**src/inc/timer16_regs.svh**
```systemverilog
// Register offsets, field positions, reset values, TOP values and output action codes of the 16-bit timer.
// Assumes an APB slave with 32-bit data; every register is one aligned word.
`ifndef TIMER16_REGS_SVH
`define TIMER16_REGS_SVH
`define OFF_CTRL_FIRST 12'h000
`define OFF_CTRL_SECOND 12'h004
`define OFF_CMP_A 12'h008
`define OFF_CMP_B 12'h00c
`define OFF_CAPTURE 12'h010
`define OFF_COUNT 12'h014
`define OFF_IRQ_STATUS 12'h018
`define OFF_IRQ_MASK 12'h01c
`define OFF_PIN_DIR 12'h020
`define CTRL_FIRST_RESET 8'h00
`define CTRL_SECOND_RESET 8'h00
`define F_ACT_A_HI 7
`define F_ACT_A_LO 6
`define F_ACT_B_HI 5
`define F_ACT_B_LO 4
`define F_WGM_LO_HI 1
`define F_WGM_LO_LO 0
`define F_WGM_HI_HI 4
`define F_WGM_HI_LO 3
`define F_CLK_RUN 0
`define IRQ_BIT_OVF 0
`define IRQ_BIT_CMPA 1
`define IRQ_BIT_CMPB 2
`define TOP_8BIT 16'h00ff
`define TOP_9BIT 16'h01ff
`define TOP_10BIT 16'h03ff
`define TOP_MAX 16'hffff
`define BOTTOM 16'h0000
`define ACT_OFF 2'h0
`define ACT_TOGGLE 2'h1
`define ACT_CLEAR 2'h2
`define ACT_SET 2'h3
`endif

```
**src/inc/timer16_pkg.sv**
```systemverilog
// Types shared by the 16-bit timer waveform control.
// Assumes the register header supplies the numeric constants.
package timer16_pkg;
    typedef enum logic [1:0] {KIND_NORMAL, KIND_FAST, KIND_DUAL} wave_kind_e;
    typedef enum logic [1:0] {TOPSRC_FIXED, TOPSRC_CMPA, TOPSRC_CAPTURE} top_src_e;
    typedef enum logic [1:0] {EVT_IMMEDIATE, EVT_TOP, EVT_BOTTOM, EVT_MAX} event_point_e;
    typedef struct packed {
        wave_kind_e kind;
        top_src_e top_src;
        logic [15:0] fixed_top;
        event_point_e update_at;
        event_point_e ovf_at;
    } mode_info_s;
    typedef struct packed {
        logic [1:0] out;
        logic [1:0] oe_n;
    } pin_drive_s;
endpackage

```
**src/logic/timer16_waveform_mode_control.sv**
```systemverilog
// 16-bit timer waveform mode control with two compare outputs, APB registers.
// Assumes a single 100 MHz pclk; the timer advances every clock while enabled.
//
// What this block does
// RULE1 - Nonzero output action routes compare output to pin.
// RULE2 - Pin driver enabled only when direction is output.
// RULE3 - Output action decoded by active waveform mode.
// RULE4 - Action 00 leaves pin under port control.
// RULE5 - Non-PWM: 01 toggle, 10 clear, 11 set.
// RULE6 - Fast PWM 01 toggles A in modes 14,15.
// RULE7 - Fast PWM: 10 clear/set-at-TOP, 11 inverse.
// RULE8 - Fast PWM: match at TOP ignored, TOP action kept.
// RULE9 - Dual-slope 01 toggles A in modes 8-11.
// RULE10 - Dual-slope 10: clear up, set down.
// RULE11 - Dual-slope 11: set up, clear down.
// RULE12 - Mode is four bits across two control registers.
// RULE13 - Modes 0,4,12: immediate update, overflow at MAX.
// RULE14 - Phase correct modes: update TOP, overflow BOTTOM.
// RULE15 - Fast PWM modes: update TOP, overflow TOP.
// RULE16 - Modes 8,9: update and overflow at BOTTOM.
// RULE17 - Dual-slope holds TOP one cycle, then reverses.
// RULE18 - Compare match sets channel's compare flag.
// RULE19 - Software must not use reserved mode 13.
//
// The APB slave port and the address map are this design's own decisions.
`timescale 1ns/100ps
`include "timer16_regs.svh"

module timer16_waveform_mode_control
    import timer16_pkg::*;
(
    input wire logic pclk,
    input wire logic presetn,
    input wire logic psel,
    input wire logic penable,
    input wire logic pwrite,
    input wire logic [11:0] paddr,
    input wire logic [31:0] pwdata,
    output logic [31:0] prdata,
    output logic pready,
    output logic pslverr,
    output logic irq,
    output logic compare_out_a,
    output logic compare_out_b,
    output logic compare_out_a_oe_n,
    output logic compare_out_b_oe_n
);

    logic [7:0] timer_control_first_r;
    logic [7:0] timer_control_second_r;
    logic [15:0] compare_value_a_r;
    logic [15:0] compare_value_b_r;
    logic [15:0] cmp_buf_a_r;
    logic [15:0] cmp_buf_b_r;
    logic [15:0] capture_value_r;
    logic [15:0] count_r;
    logic [15:0] count_nxt;
    logic down_r;
    logic down_nxt;
    logic [2:0] irq_status_r;
    logic [2:0] irq_mask_r;
    logic [1:0] pin_dir_r;
    logic [1:0] wave_r;
    logic [1:0] wave_nxt;
    logic [31:0] prdata_nxt;

    // Mode decode table.
    function automatic mode_info_s decode_mode(input logic [3:0] m);
        mode_info_s i;
        i = '{KIND_NORMAL, TOPSRC_FIXED, `TOP_MAX, EVT_IMMEDIATE, EVT_MAX};
        unique case (m)
            4'h0: i = '{KIND_NORMAL, TOPSRC_FIXED, `TOP_MAX, EVT_IMMEDIATE, EVT_MAX};
            4'h1: i = '{KIND_DUAL, TOPSRC_FIXED, `TOP_8BIT, EVT_TOP, EVT_BOTTOM};
            4'h2: i = '{KIND_DUAL, TOPSRC_FIXED, `TOP_9BIT, EVT_TOP, EVT_BOTTOM};
            4'h3: i = '{KIND_DUAL, TOPSRC_FIXED, `TOP_10BIT, EVT_TOP, EVT_BOTTOM};
            4'h4: i = '{KIND_NORMAL, TOPSRC_CMPA, `TOP_MAX, EVT_IMMEDIATE, EVT_MAX};
            4'h5: i = '{KIND_FAST, TOPSRC_FIXED, `TOP_8BIT, EVT_TOP, EVT_TOP};
            4'h6: i = '{KIND_FAST, TOPSRC_FIXED, `TOP_9BIT, EVT_TOP, EVT_TOP};
            4'h7: i = '{KIND_FAST, TOPSRC_FIXED, `TOP_10BIT, EVT_TOP, EVT_TOP};
            4'h8: i = '{KIND_DUAL, TOPSRC_CAPTURE, `TOP_MAX, EVT_BOTTOM, EVT_BOTTOM};
            4'h9: i = '{KIND_DUAL, TOPSRC_CMPA, `TOP_MAX, EVT_BOTTOM, EVT_BOTTOM};
            4'ha: i = '{KIND_DUAL, TOPSRC_CAPTURE, `TOP_MAX, EVT_TOP, EVT_BOTTOM};
            4'hb: i = '{KIND_DUAL, TOPSRC_CMPA, `TOP_MAX, EVT_TOP, EVT_BOTTOM};
            4'hc: i = '{KIND_NORMAL, TOPSRC_CAPTURE, `TOP_MAX, EVT_IMMEDIATE, EVT_MAX};
            4'hd: i = '{KIND_NORMAL, TOPSRC_FIXED, `TOP_MAX, EVT_IMMEDIATE, EVT_MAX};
            4'he: i = '{KIND_FAST, TOPSRC_CAPTURE, `TOP_MAX, EVT_TOP, EVT_TOP};
            4'hf: i = '{KIND_FAST, TOPSRC_CMPA, `TOP_MAX, EVT_TOP, EVT_TOP};
        endcase
        return i;
    endfunction

    // Next level of one channel's output for a given action and event set.
    function automatic logic chan_next(input logic cur, input logic [1:0] act,
        input wave_kind_e kind, input logic is_a, input logic [3:0] m,
        input logic match, input logic at_top, input logic down);
        logic n;
        n = cur;
        unique case (kind)
            KIND_NORMAL: begin
                if (match) begin
                    unique case (act)
                        `ACT_TOGGLE: n = ~cur; // RULE5
                        `ACT_CLEAR: n = 1'b0; // RULE5
                        `ACT_SET: n = 1'b1; // RULE5
                        default: n = cur;
                    endcase
                end
            end
            KIND_FAST: begin
                if (act == `ACT_TOGGLE) begin
                    if (match && is_a && (m == 4'he || m == 4'hf)) begin
                        n = ~cur; // RULE6
                    end
                end else if (act[1]) begin
                    // Match at TOP is ignored; the TOP action decides.
                    if (at_top) begin
                        n = ~act[0]; // RULE7 RULE8
                    end else if (match) begin
                        n = act[0]; // RULE7
                    end
                end
            end
            default: begin
                if (act == `ACT_TOGGLE) begin
                    if (match && is_a && m >= 4'h8 && m <= 4'hb) begin
                        n = ~cur; // RULE9
                    end
                end else if (act[1] && match) begin
                    n = down ? ~act[0] : act[0]; // RULE10 RULE11
                end
            end
        endcase
        return n;
    endfunction

    // Whether a channel's compare output owns its pin.
    function automatic logic chan_connected(input logic [1:0] act, input wave_kind_e kind,
        input logic is_a, input logic [3:0] m);
        logic c;
        c = (act != `ACT_OFF); // RULE1 RULE4
        if (act == `ACT_TOGGLE && kind == KIND_FAST) begin
            c = is_a && (m == 4'he || m == 4'hf); // RULE6
        end
        if (act == `ACT_TOGGLE && kind == KIND_DUAL) begin
            c = is_a && m >= 4'h8 && m <= 4'hb; // RULE9
        end
        return c;
    endfunction

    wire [3:0] waveform_mode_select = {timer_control_second_r[`F_WGM_HI_HI:`F_WGM_HI_LO],
        timer_control_first_r[`F_WGM_LO_HI:`F_WGM_LO_LO]}; // RULE12
    wire mode_info_s info = decode_mode(waveform_mode_select); // RULE3
    wire [1:0] chan_a_output_action = timer_control_first_r[`F_ACT_A_HI:`F_ACT_A_LO];
    wire [1:0] chan_b_output_action = timer_control_first_r[`F_ACT_B_HI:`F_ACT_B_LO];
    wire running = timer_control_second_r[`F_CLK_RUN];
    wire [15:0] top_value = (info.top_src == TOPSRC_CMPA) ? compare_value_a_r :
        (info.top_src == TOPSRC_CAPTURE) ? capture_value_r : info.fixed_top;
    wire at_top = running && (count_r == top_value);
    wire at_bottom = running && (count_r == `BOTTOM);
    wire at_max = running && (count_r == `TOP_MAX);
    wire match_a = running && (count_r == compare_value_a_r); // RULE18
    wire match_b = running && (count_r == compare_value_b_r); // RULE18
    wire is_dual = (info.kind == KIND_DUAL);
    wire do_update = (info.update_at == EVT_TOP && at_top) ||
        (info.update_at == EVT_BOTTOM && at_bottom); // RULE14 RULE15 RULE16
    wire ovf_event = (info.ovf_at == EVT_MAX && at_max) ||
        (info.ovf_at == EVT_TOP && at_top) ||
        (info.ovf_at == EVT_BOTTOM && at_bottom && is_dual); // RULE13 RULE14 RULE15 RULE16
    wire immediate = (info.update_at == EVT_IMMEDIATE); // RULE13
    wire [1:0] conn = {chan_connected(chan_b_output_action, info.kind, 1'b0, waveform_mode_select),
        chan_connected(chan_a_output_action, info.kind, 1'b1, waveform_mode_select)};

    wire apb_wr = psel && penable && pwrite;
    wire apb_rd_setup = psel && !penable && !pwrite;
    wire addr_ok = (paddr[1:0] == 2'b00) && (paddr <= `OFF_PIN_DIR);
    wire [2:0] events = {match_b, match_a, ovf_event};
    wire [2:0] status_clr = (apb_wr && paddr == `OFF_IRQ_STATUS) ? pwdata[2:0] : 3'h0;

    // Counting sequence: single-slope wraps at TOP, dual-slope reverses after TOP.
    always_comb begin
        count_nxt = count_r;
        down_nxt = down_r;
        if (running) begin
            if (is_dual) begin
                if (at_top) begin
                    down_nxt = 1'b1; // RULE17
                    count_nxt = count_r - 16'h0001;
                end else if (down_r && count_r == `BOTTOM) begin
                    down_nxt = 1'b0;
                    count_nxt = count_r + 16'h0001;
                end else begin
                    count_nxt = down_r ? count_r - 16'h0001 : count_r + 16'h0001;
                end
            end else begin
                down_nxt = 1'b0;
                count_nxt = at_top ? `BOTTOM : count_r + 16'h0001;
            end
        end
        if (apb_wr && paddr == `OFF_COUNT) begin
            count_nxt = pwdata[15:0];
        end
    end

    always_comb begin
        wave_nxt[0] = chan_next(wave_r[0], chan_a_output_action, info.kind, 1'b1,
            waveform_mode_select, match_a, at_top, down_r); // RULE3
        wave_nxt[1] = chan_next(wave_r[1], chan_b_output_action, info.kind, 1'b0,
            waveform_mode_select, match_b, at_top, down_r); // RULE3
    end

    always_comb begin
        unique case (paddr)
            `OFF_CTRL_FIRST: prdata_nxt = {24'h0, timer_control_first_r};
            `OFF_CTRL_SECOND: prdata_nxt = {24'h0, timer_control_second_r};
            `OFF_CMP_A: prdata_nxt = {16'h0, cmp_buf_a_r};
            `OFF_CMP_B: prdata_nxt = {16'h0, cmp_buf_b_r};
            `OFF_CAPTURE: prdata_nxt = {16'h0, capture_value_r};
            `OFF_COUNT: prdata_nxt = {16'h0, count_r};
            `OFF_IRQ_STATUS: prdata_nxt = {29'h0, irq_status_r};
            `OFF_IRQ_MASK: prdata_nxt = {29'h0, irq_mask_r};
            `OFF_PIN_DIR: prdata_nxt = {30'h0, pin_dir_r};
            default: prdata_nxt = 32'h0;
        endcase
    end

    always_ff @(posedge pclk or negedge presetn) begin
        if (!presetn) begin
            timer_control_first_r <= `CTRL_FIRST_RESET;
            timer_control_second_r <= `CTRL_SECOND_RESET;
            irq_mask_r <= 3'h0;
            pin_dir_r <= 2'h0;
            capture_value_r <= 16'h0;
            cmp_buf_a_r <= 16'h0;
            cmp_buf_b_r <= 16'h0;
        end else if (apb_wr) begin
            unique case (paddr)
                `OFF_CTRL_FIRST: timer_control_first_r <= pwdata[7:0];
                `OFF_CTRL_SECOND: timer_control_second_r <= pwdata[7:0] & 8'h19;
                `OFF_IRQ_MASK: irq_mask_r <= pwdata[2:0];
                `OFF_PIN_DIR: pin_dir_r <= pwdata[1:0];
                `OFF_CAPTURE: capture_value_r <= pwdata[15:0];
                `OFF_CMP_A: cmp_buf_a_r <= pwdata[15:0];
                `OFF_CMP_B: cmp_buf_b_r <= pwdata[15:0];
                default: ;
            endcase
        end
    end

    // Active compare values load from the buffers at the mode's update point.
    always_ff @(posedge pclk or negedge presetn) begin
        if (!presetn) begin
            compare_value_a_r <= 16'h0;
            compare_value_b_r <= 16'h0;
        end else if (immediate || do_update) begin
            compare_value_a_r <= cmp_buf_a_r; // RULE13 RULE14 RULE15 RULE16
            compare_value_b_r <= cmp_buf_b_r;
        end
    end

    always_ff @(posedge pclk or negedge presetn) begin
        if (!presetn) begin
            count_r <= `BOTTOM;
            down_r <= 1'b0;
            wave_r <= 2'h0;
            irq_status_r <= 3'h0;
        end else begin
            count_r <= count_nxt;
            down_r <= down_nxt;
            wave_r <= wave_nxt;
            irq_status_r <= (irq_status_r & ~status_clr) | events; // RULE18
        end
    end

    always_ff @(posedge pclk or negedge presetn) begin
        if (!presetn) begin
            prdata <= 32'h0;
            pready <= 1'b0;
            pslverr <= 1'b0;
            irq <= 1'b0;
            compare_out_a <= 1'b0;
            compare_out_b <= 1'b0;
            compare_out_a_oe_n <= 1'b1;
            compare_out_b_oe_n <= 1'b1;
        end else begin
            prdata <= apb_rd_setup ? prdata_nxt : prdata;
            pready <= psel && !penable;
            pslverr <= psel && !penable && !addr_ok;
            irq <= |(((irq_status_r & ~status_clr) | events) & irq_mask_r);
            compare_out_a <= wave_nxt[0];
            compare_out_b <= wave_nxt[1];
            compare_out_a_oe_n <= !(conn[0] && pin_dir_r[0]); // RULE1 RULE2
            compare_out_b_oe_n <= !(conn[1] && pin_dir_r[1]); // RULE1 RULE2
        end
    end

    AST_OE_NEEDS_DIR: assert property (@(posedge pclk) disable iff (!presetn) // RULE2
        !compare_out_a_oe_n |-> $past(pin_dir_r[0]))
        else $error("Pin A driven without output direction.");
    AST_OFF_DISCONNECTS: assert property (@(posedge pclk) disable iff (!presetn) // RULE4
        (chan_b_output_action == `ACT_OFF) |=> compare_out_b_oe_n)
        else $error("Channel B driven with action off.");
    AST_NORMAL_CLEAR: assert property (@(posedge pclk) disable iff (!presetn) // RULE5
        (info.kind == KIND_NORMAL && chan_a_output_action == `ACT_CLEAR && match_a)
        |=> !compare_out_a)
        else $error("Clear on match failed.");
    AST_FAST_TOP_SET: assert property (@(posedge pclk) disable iff (!presetn) // RULE7
        (info.kind == KIND_FAST && chan_a_output_action == `ACT_CLEAR && at_top)
        |=> compare_out_a)
        else $error("Fast PWM did not set at TOP.");
    AST_DUAL_DOWN_SET: assert property (@(posedge pclk) disable iff (!presetn) // RULE10
        (is_dual && chan_b_output_action == `ACT_CLEAR && match_b && down_r && !at_top)
        |=> compare_out_b)
        else $error("Dual-slope down match did not set.");
    AST_DUAL_REVERSE: assert property (@(posedge pclk) disable iff (!presetn) // RULE17
        (is_dual && at_top && count_r != `BOTTOM) |=> (count_r == $past(count_r) - 16'h0001))
        else $error("Dual-slope did not reverse after TOP.");
    AST_MATCH_FLAG: assert property (@(posedge pclk) disable iff (!presetn) // RULE18
        match_a |=> irq_status_r[`IRQ_BIT_CMPA])
        else $error("Compare flag A not set.");
    AST_FAST_OVF: assert property (@(posedge pclk) disable iff (!presetn) // RULE15
        (info.kind == KIND_FAST && at_top) |=> irq_status_r[`IRQ_BIT_OVF])
        else $error("Fast PWM overflow not flagged at TOP.");

    AST_CONNECT_A: assert property (@(posedge pclk) disable iff (!presetn) // RULE1
        (info.kind == KIND_NORMAL && chan_a_output_action != `ACT_OFF && pin_dir_r[0])
        |=> !compare_out_a_oe_n)
        else $error("Pin A not taken over by its compare output.");
    AST_OE_NEEDS_DIR_B: assert property (@(posedge pclk) disable iff (!presetn) // RULE2
        !compare_out_b_oe_n |-> $past(pin_dir_r[1]))
        else $error("Pin B driven without output direction.");
    AST_OFF_DISCONNECTS_A: assert property (@(posedge pclk) disable iff (!presetn) // RULE4
        (chan_a_output_action == `ACT_OFF) |=> compare_out_a_oe_n)
        else $error("Channel A driven with action off.");
    AST_NORMAL_SET: assert property (@(posedge pclk) disable iff (!presetn) // RULE5
        (info.kind == KIND_NORMAL && chan_b_output_action == `ACT_SET && match_b)
        |=> compare_out_b)
        else $error("Set on match failed.");
    AST_NORMAL_TOGGLE: assert property (@(posedge pclk) disable iff (!presetn) // RULE5
        (info.kind == KIND_NORMAL && chan_a_output_action == `ACT_TOGGLE && match_a)
        |=> (compare_out_a != $past(compare_out_a)))
        else $error("Toggle on match failed.");
    AST_FAST_TOGGLE_B_OFF: assert property (@(posedge pclk) disable iff (!presetn) // RULE6
        (info.kind == KIND_FAST && chan_b_output_action == `ACT_TOGGLE) |=> compare_out_b_oe_n)
        else $error("Fast PWM toggle drove pin B.");
    AST_FAST_MATCH_CLEAR: assert property (@(posedge pclk) disable iff (!presetn) // RULE7
        (info.kind == KIND_FAST && chan_a_output_action == `ACT_CLEAR && match_a && !at_top)
        |=> !compare_out_a)
        else $error("Fast PWM did not clear on match.");
    AST_FAST_TOP_CLEAR: assert property (@(posedge pclk) disable iff (!presetn) // RULE7
        (info.kind == KIND_FAST && chan_a_output_action == `ACT_SET && at_top)
        |=> !compare_out_a)
        else $error("Inverted fast PWM did not clear at TOP.");
    AST_DUAL_TOGGLE_B_OFF: assert property (@(posedge pclk) disable iff (!presetn) // RULE9
        (is_dual && chan_b_output_action == `ACT_TOGGLE) |=> compare_out_b_oe_n)
        else $error("Dual-slope toggle drove pin B.");
    AST_DUAL_UP_CLEAR: assert property (@(posedge pclk) disable iff (!presetn) // RULE10
        (is_dual && chan_a_output_action == `ACT_CLEAR && match_a && !down_r)
        |=> !compare_out_a)
        else $error("Dual-slope up match did not clear.");
    AST_DUAL_UP_SET: assert property (@(posedge pclk) disable iff (!presetn) // RULE11
        (is_dual && chan_a_output_action == `ACT_SET && match_a && !down_r)
        |=> compare_out_a)
        else $error("Inverted dual-slope up match did not set.");
    AST_IMMEDIATE_UPDATE: assert property (@(posedge pclk) disable iff (!presetn) // RULE13
        immediate |=> (compare_value_a_r == $past(cmp_buf_a_r)))
        else $error("Compare value not updated immediately.");
    AST_CTC_WRAP: assert property (@(posedge pclk) disable iff (!presetn) // RULE13
        (info.kind == KIND_NORMAL && info.top_src == TOPSRC_CMPA && at_top
        && !(apb_wr && paddr == `OFF_COUNT)) |=> (count_r == `BOTTOM))
        else $error("Clear on match did not restart the count.");
    AST_DUAL_OVF_BOTTOM: assert property (@(posedge pclk) disable iff (!presetn) // RULE14
        (is_dual && at_bottom) |=> irq_status_r[`IRQ_BIT_OVF])
        else $error("Dual-slope overflow not flagged at BOTTOM.");
    AST_MATCH_FLAG_B: assert property (@(posedge pclk) disable iff (!presetn) // RULE18
        match_b |=> irq_status_r[`IRQ_BIT_CMPB])
        else $error("Compare flag B not set.");

endmodule

```
**config.mk**
```make
export PLATFORM = sky130hd
export DESIGN_NAME = timer16_waveform_mode_control
export DESIGN_NICKNAME = d
export VERILOG_FILES = /design/src/inc/timer16_pkg.sv /design/src/logic/timer16_waveform_mode_control.sv
export VERILOG_INCLUDE_DIRS = /design/src /design/src/inc
export SDC_FILE = /design/constraint.sdc
export NUM_CORES = 1
export LEC_CHECK = 0
export BUFFER_PORTS_ARGS = -buffer_cell sky130_fd_sc_hd__buf_2
export CAP_MARGIN = 20
export CORE_ASPECT_RATIO = 1.2
export CORE_MARGIN = 3
export CORE_UTILIZATION = 35
export DETAILED_ROUTE_END_ITERATION = 8
export PLACE_DENSITY = 0.62
export SLEW_MARGIN = 20
export SYNTH_ARGS = -nofsm -noshare
export SYNTH_HDL_FRONTEND = slang
export SYNTH_SLANG_ARGS = --single-unit
```
**constraint.sdc**
```tcl
create_clock -name pclk -period 4.5 [get_ports pclk]
set_clock_uncertainty 0.1 [all_clocks]
set_input_delay 0.9 -clock pclk [delete_from_list [all_inputs] [get_ports pclk]]
set_output_delay 0.9 -clock pclk [all_outputs]
set_load 0.03 [all_outputs]
```
==> impl_results.md <==
- Slew @ Worst Pin: 877 ps
- Status: finished, final reports clean
- Final count of pins violating max slew: 0
- Ports: 88
- CP cell instances: ha_1, nand2_1, a31oi_1, a2111o_1, nand4bb_1, nor4_1, and3_1, buf_4, nor2_1, o41ai_1, a211o_1
- Unique masters post-synth: 83
- First drt pass iteration count: 6
- Power, Total: 3.34 mW
- Synthesis Warnings: 0
- Layout cells sized above 1: 23.7%
- Vias in the first global route: 6896
- Initial Util: 36.1%
- Pwr per Cell Area: 356 nW/um^2
- Setup Buffers After CTS: 0
- Initial DRC count: 735
- Crit-path max cell delay: 520 ps
- Reg2Reg Depth: 11
- Worst reg2reg endpoint: count_r[11]
- Cts bufs inserted: 17
- Peak supply drop: 0.268 mV
- Crit Path Max Fanout: 16
- CTS Sinks: 139
- CP required: 4770 ps
- Register area share after synthesis: 42.4%
- Reg2reg start: timer_control_first_r[1]
- Area growth syn-to-layout: 14.2%
- Avg Inst Size Synth: 10.1 sq um
- Hold_buf cts: 0
- Vias: 6879
- Top_reg_cell synth: dfrtp_1
- Fin util: 41.2%
- Worst min-delay path class: in -> async
- Post-CTS sizing: 0
- DRC viols: 0
- FF+latch count, synth: 139
- RSZ-0062 raised after global routing: no
- Count leader, synth: dfrtp_1
- Remaining antenna violation count: 0
- Row cnt: 60
- Crit start category: flop
- CTS root buf: clkbuf_16
- Layout Nets: 910
- Vias per std cell: 5.84
- Core area: 22700 sq um
- Post-synthesis instance total: 812
- Max Fclk: 0.263 GHz
- PnR worst setup slack: 696 ps
- Tmin final: 3800 ps
- Max-cap violations: 0
- Crit end category: flop
- Fin Setup TNS: 0 ps
- Mapped Area: 8210 sq um
- DIE AREA: 25300 sq um
- DP Worst Slack: 782 ps
- Area contributors post-synth: dfrtp_1, mux2_2, mux2_1
- First-pass GRT wire length: 39900 microns
- # H-tree levels: 4
- Antenna diode count: 0
- Largest net degree at the start of global routing: 73
- Average routed wire per standard cell: 21.6 microns
- Initial antenna violation count: 0
- Synth area leader: dfrtp_1
- Final GP Congestion: 0.974
- Die width: 146 microns
- Die height: 174 microns
- Setup violators final: 0
- Lkg Pwr: 4.17 nW
- Hold Fails Final Rpt: 0
- Ys async rst share: 100%
- CTS tree: done
- Post-DP HPWL: 18000 microns
- DRT Wirelength: 25500 microns
- EDFF count, synth: 0
- Synth cell count leaders: dfrtp_1, mux2_2, nand2_1, nor2_1, clkbuf_1
- WS Path Type: reg -> reg
- Clk buf depth: 2
- Area share of the largest cell type after synthesis: 41.8%
- CP arrival: 4070 ps
- Critical-path top delay cell: nor4_1
- Reg clk slew, reported paths: 60 ps
- R2r setup slk: 700 ps
- Port Buffers: 55
- GRT overflow: 0
- GRT Overall Usage: 20.1%
- Clk Latency, worst-skew pair: 430 ps
- Period utilisation layout: 84.5%
- Max_slew headroom: 41.4%
[stage by stage]
stage | area (sq um) | hold slack [ps] | cells
finish | 9380 | 376 | 1178
global placement | 8790 | 370 | 1146
detailed placement | 8790 | 383 | 1146
global route | 9380 | 419 | 1178
CTS | 9380 | 396 | 1178
floorplan | 8270 | 312 | 827
[power breakdown]
group          internal [mW]  switching [mW]  leakage [nW]
logic                  0.168           0.322          2.04
registers               1.30           0.120          1.84
clock network          0.868           0.558         0.284
total                   2.34            1.00          4.17
[placed cells by master (no fill, tap or decap), drive strengths merged, types with 9 or more instances in the layout]
cell type    n
and3        13
o21ai       26
nor2        41
mux2        95
inv         26
a22oi       15
dfrtp      137
a211oi       9
xnor2       21
nor4        14
nand2       44
nand3       35
a222oi      16
nand2b       9
clkbuf      20
a31oi       32
xor2        19
a21oi       20
nor3        32
conb        16
buf         83
[per-layer routing]
metal	vias up	global-route usage, %	routed length (microns)
li1	3106	-	-
met1	3478	26.0	10900
met2	245	33.1	12400
met3	50	4.08	1460
met4	0	8.08	755
met5	-	0	0
[state kept, by name, indices dropped and copies added, names as in the netlist, named ones only]
register and flops:
cmp_buf_a_r 16, irq_status_r 3, pslverr 1, down_r 1
irq 1, capture_value_r 16, irq_mask_r 3, compare_value_b_r 16
timer_control_second_r 3, count_r 16, compare_out_b_oe_n 1, pready 1
compare_out_a_oe_n 1, timer_control_first_r 8, compare_value_a_r 16, prdata 16
pin_dir_r 2, cmp_buf_b_r 16
[area by class of cell]
| class | instances | area [sq um] |
|---|---|---|
| clock buffer | 20 | 437 |
| clock inverter | 12 | 148 |
| fill | 2233 | 13400 |
| inverter | 25 | 93.8 |
| multi-input combinational | 589 | 4310 |
| sequential | 139 | 3480 |
| tap | 310 | 388 |
| timing repair buffer | 83 | 517 |
[cell families (layout without fill, tap and decap cells)]
group | count (synthesis) | count (layout) | share of synthesized area, %
AOI/OAI and AO/OA | 194 | 194 | 18.0
DFF | 139 | 139 | 42.4
muxes | 98 | 98 | 13.4
xor gates and xnor gates | 40 | 40 | 4.27
adders and majority gates | 6 | 6 | 0.914
and+or+nand+nor | 235 | 235 | 15.0
other | 1 | 16 | 0.0457
buffers and inverters | 99 | 140 | 6.04
[critical path: cells and delay by family (launching register included)]
kind	cells	cell delay [ps]
compound gates	4	1090
fa+ha+maj	1	310
flops	1	500
simple gates	5	1480
buf+inv	1	250
[worst max-delay path by stage]
stage / from / end / cells past startpoint
global route: timer_control_first_r[1] / count_r[11] / 12
detailed placement: timer_control_first_r[0] / count_r[11] / 11
finish: timer_control_first_r[1] / count_r[11] / 11
floorplan: timer_control_first_r[0] / compare_value_a_r[0] / 14
global placement: timer_control_first_r[0] / count_r[11] / 11
CTS: timer_control_first_r[0] / count_r[11] / 11
(Power assumes the default switching activity.)
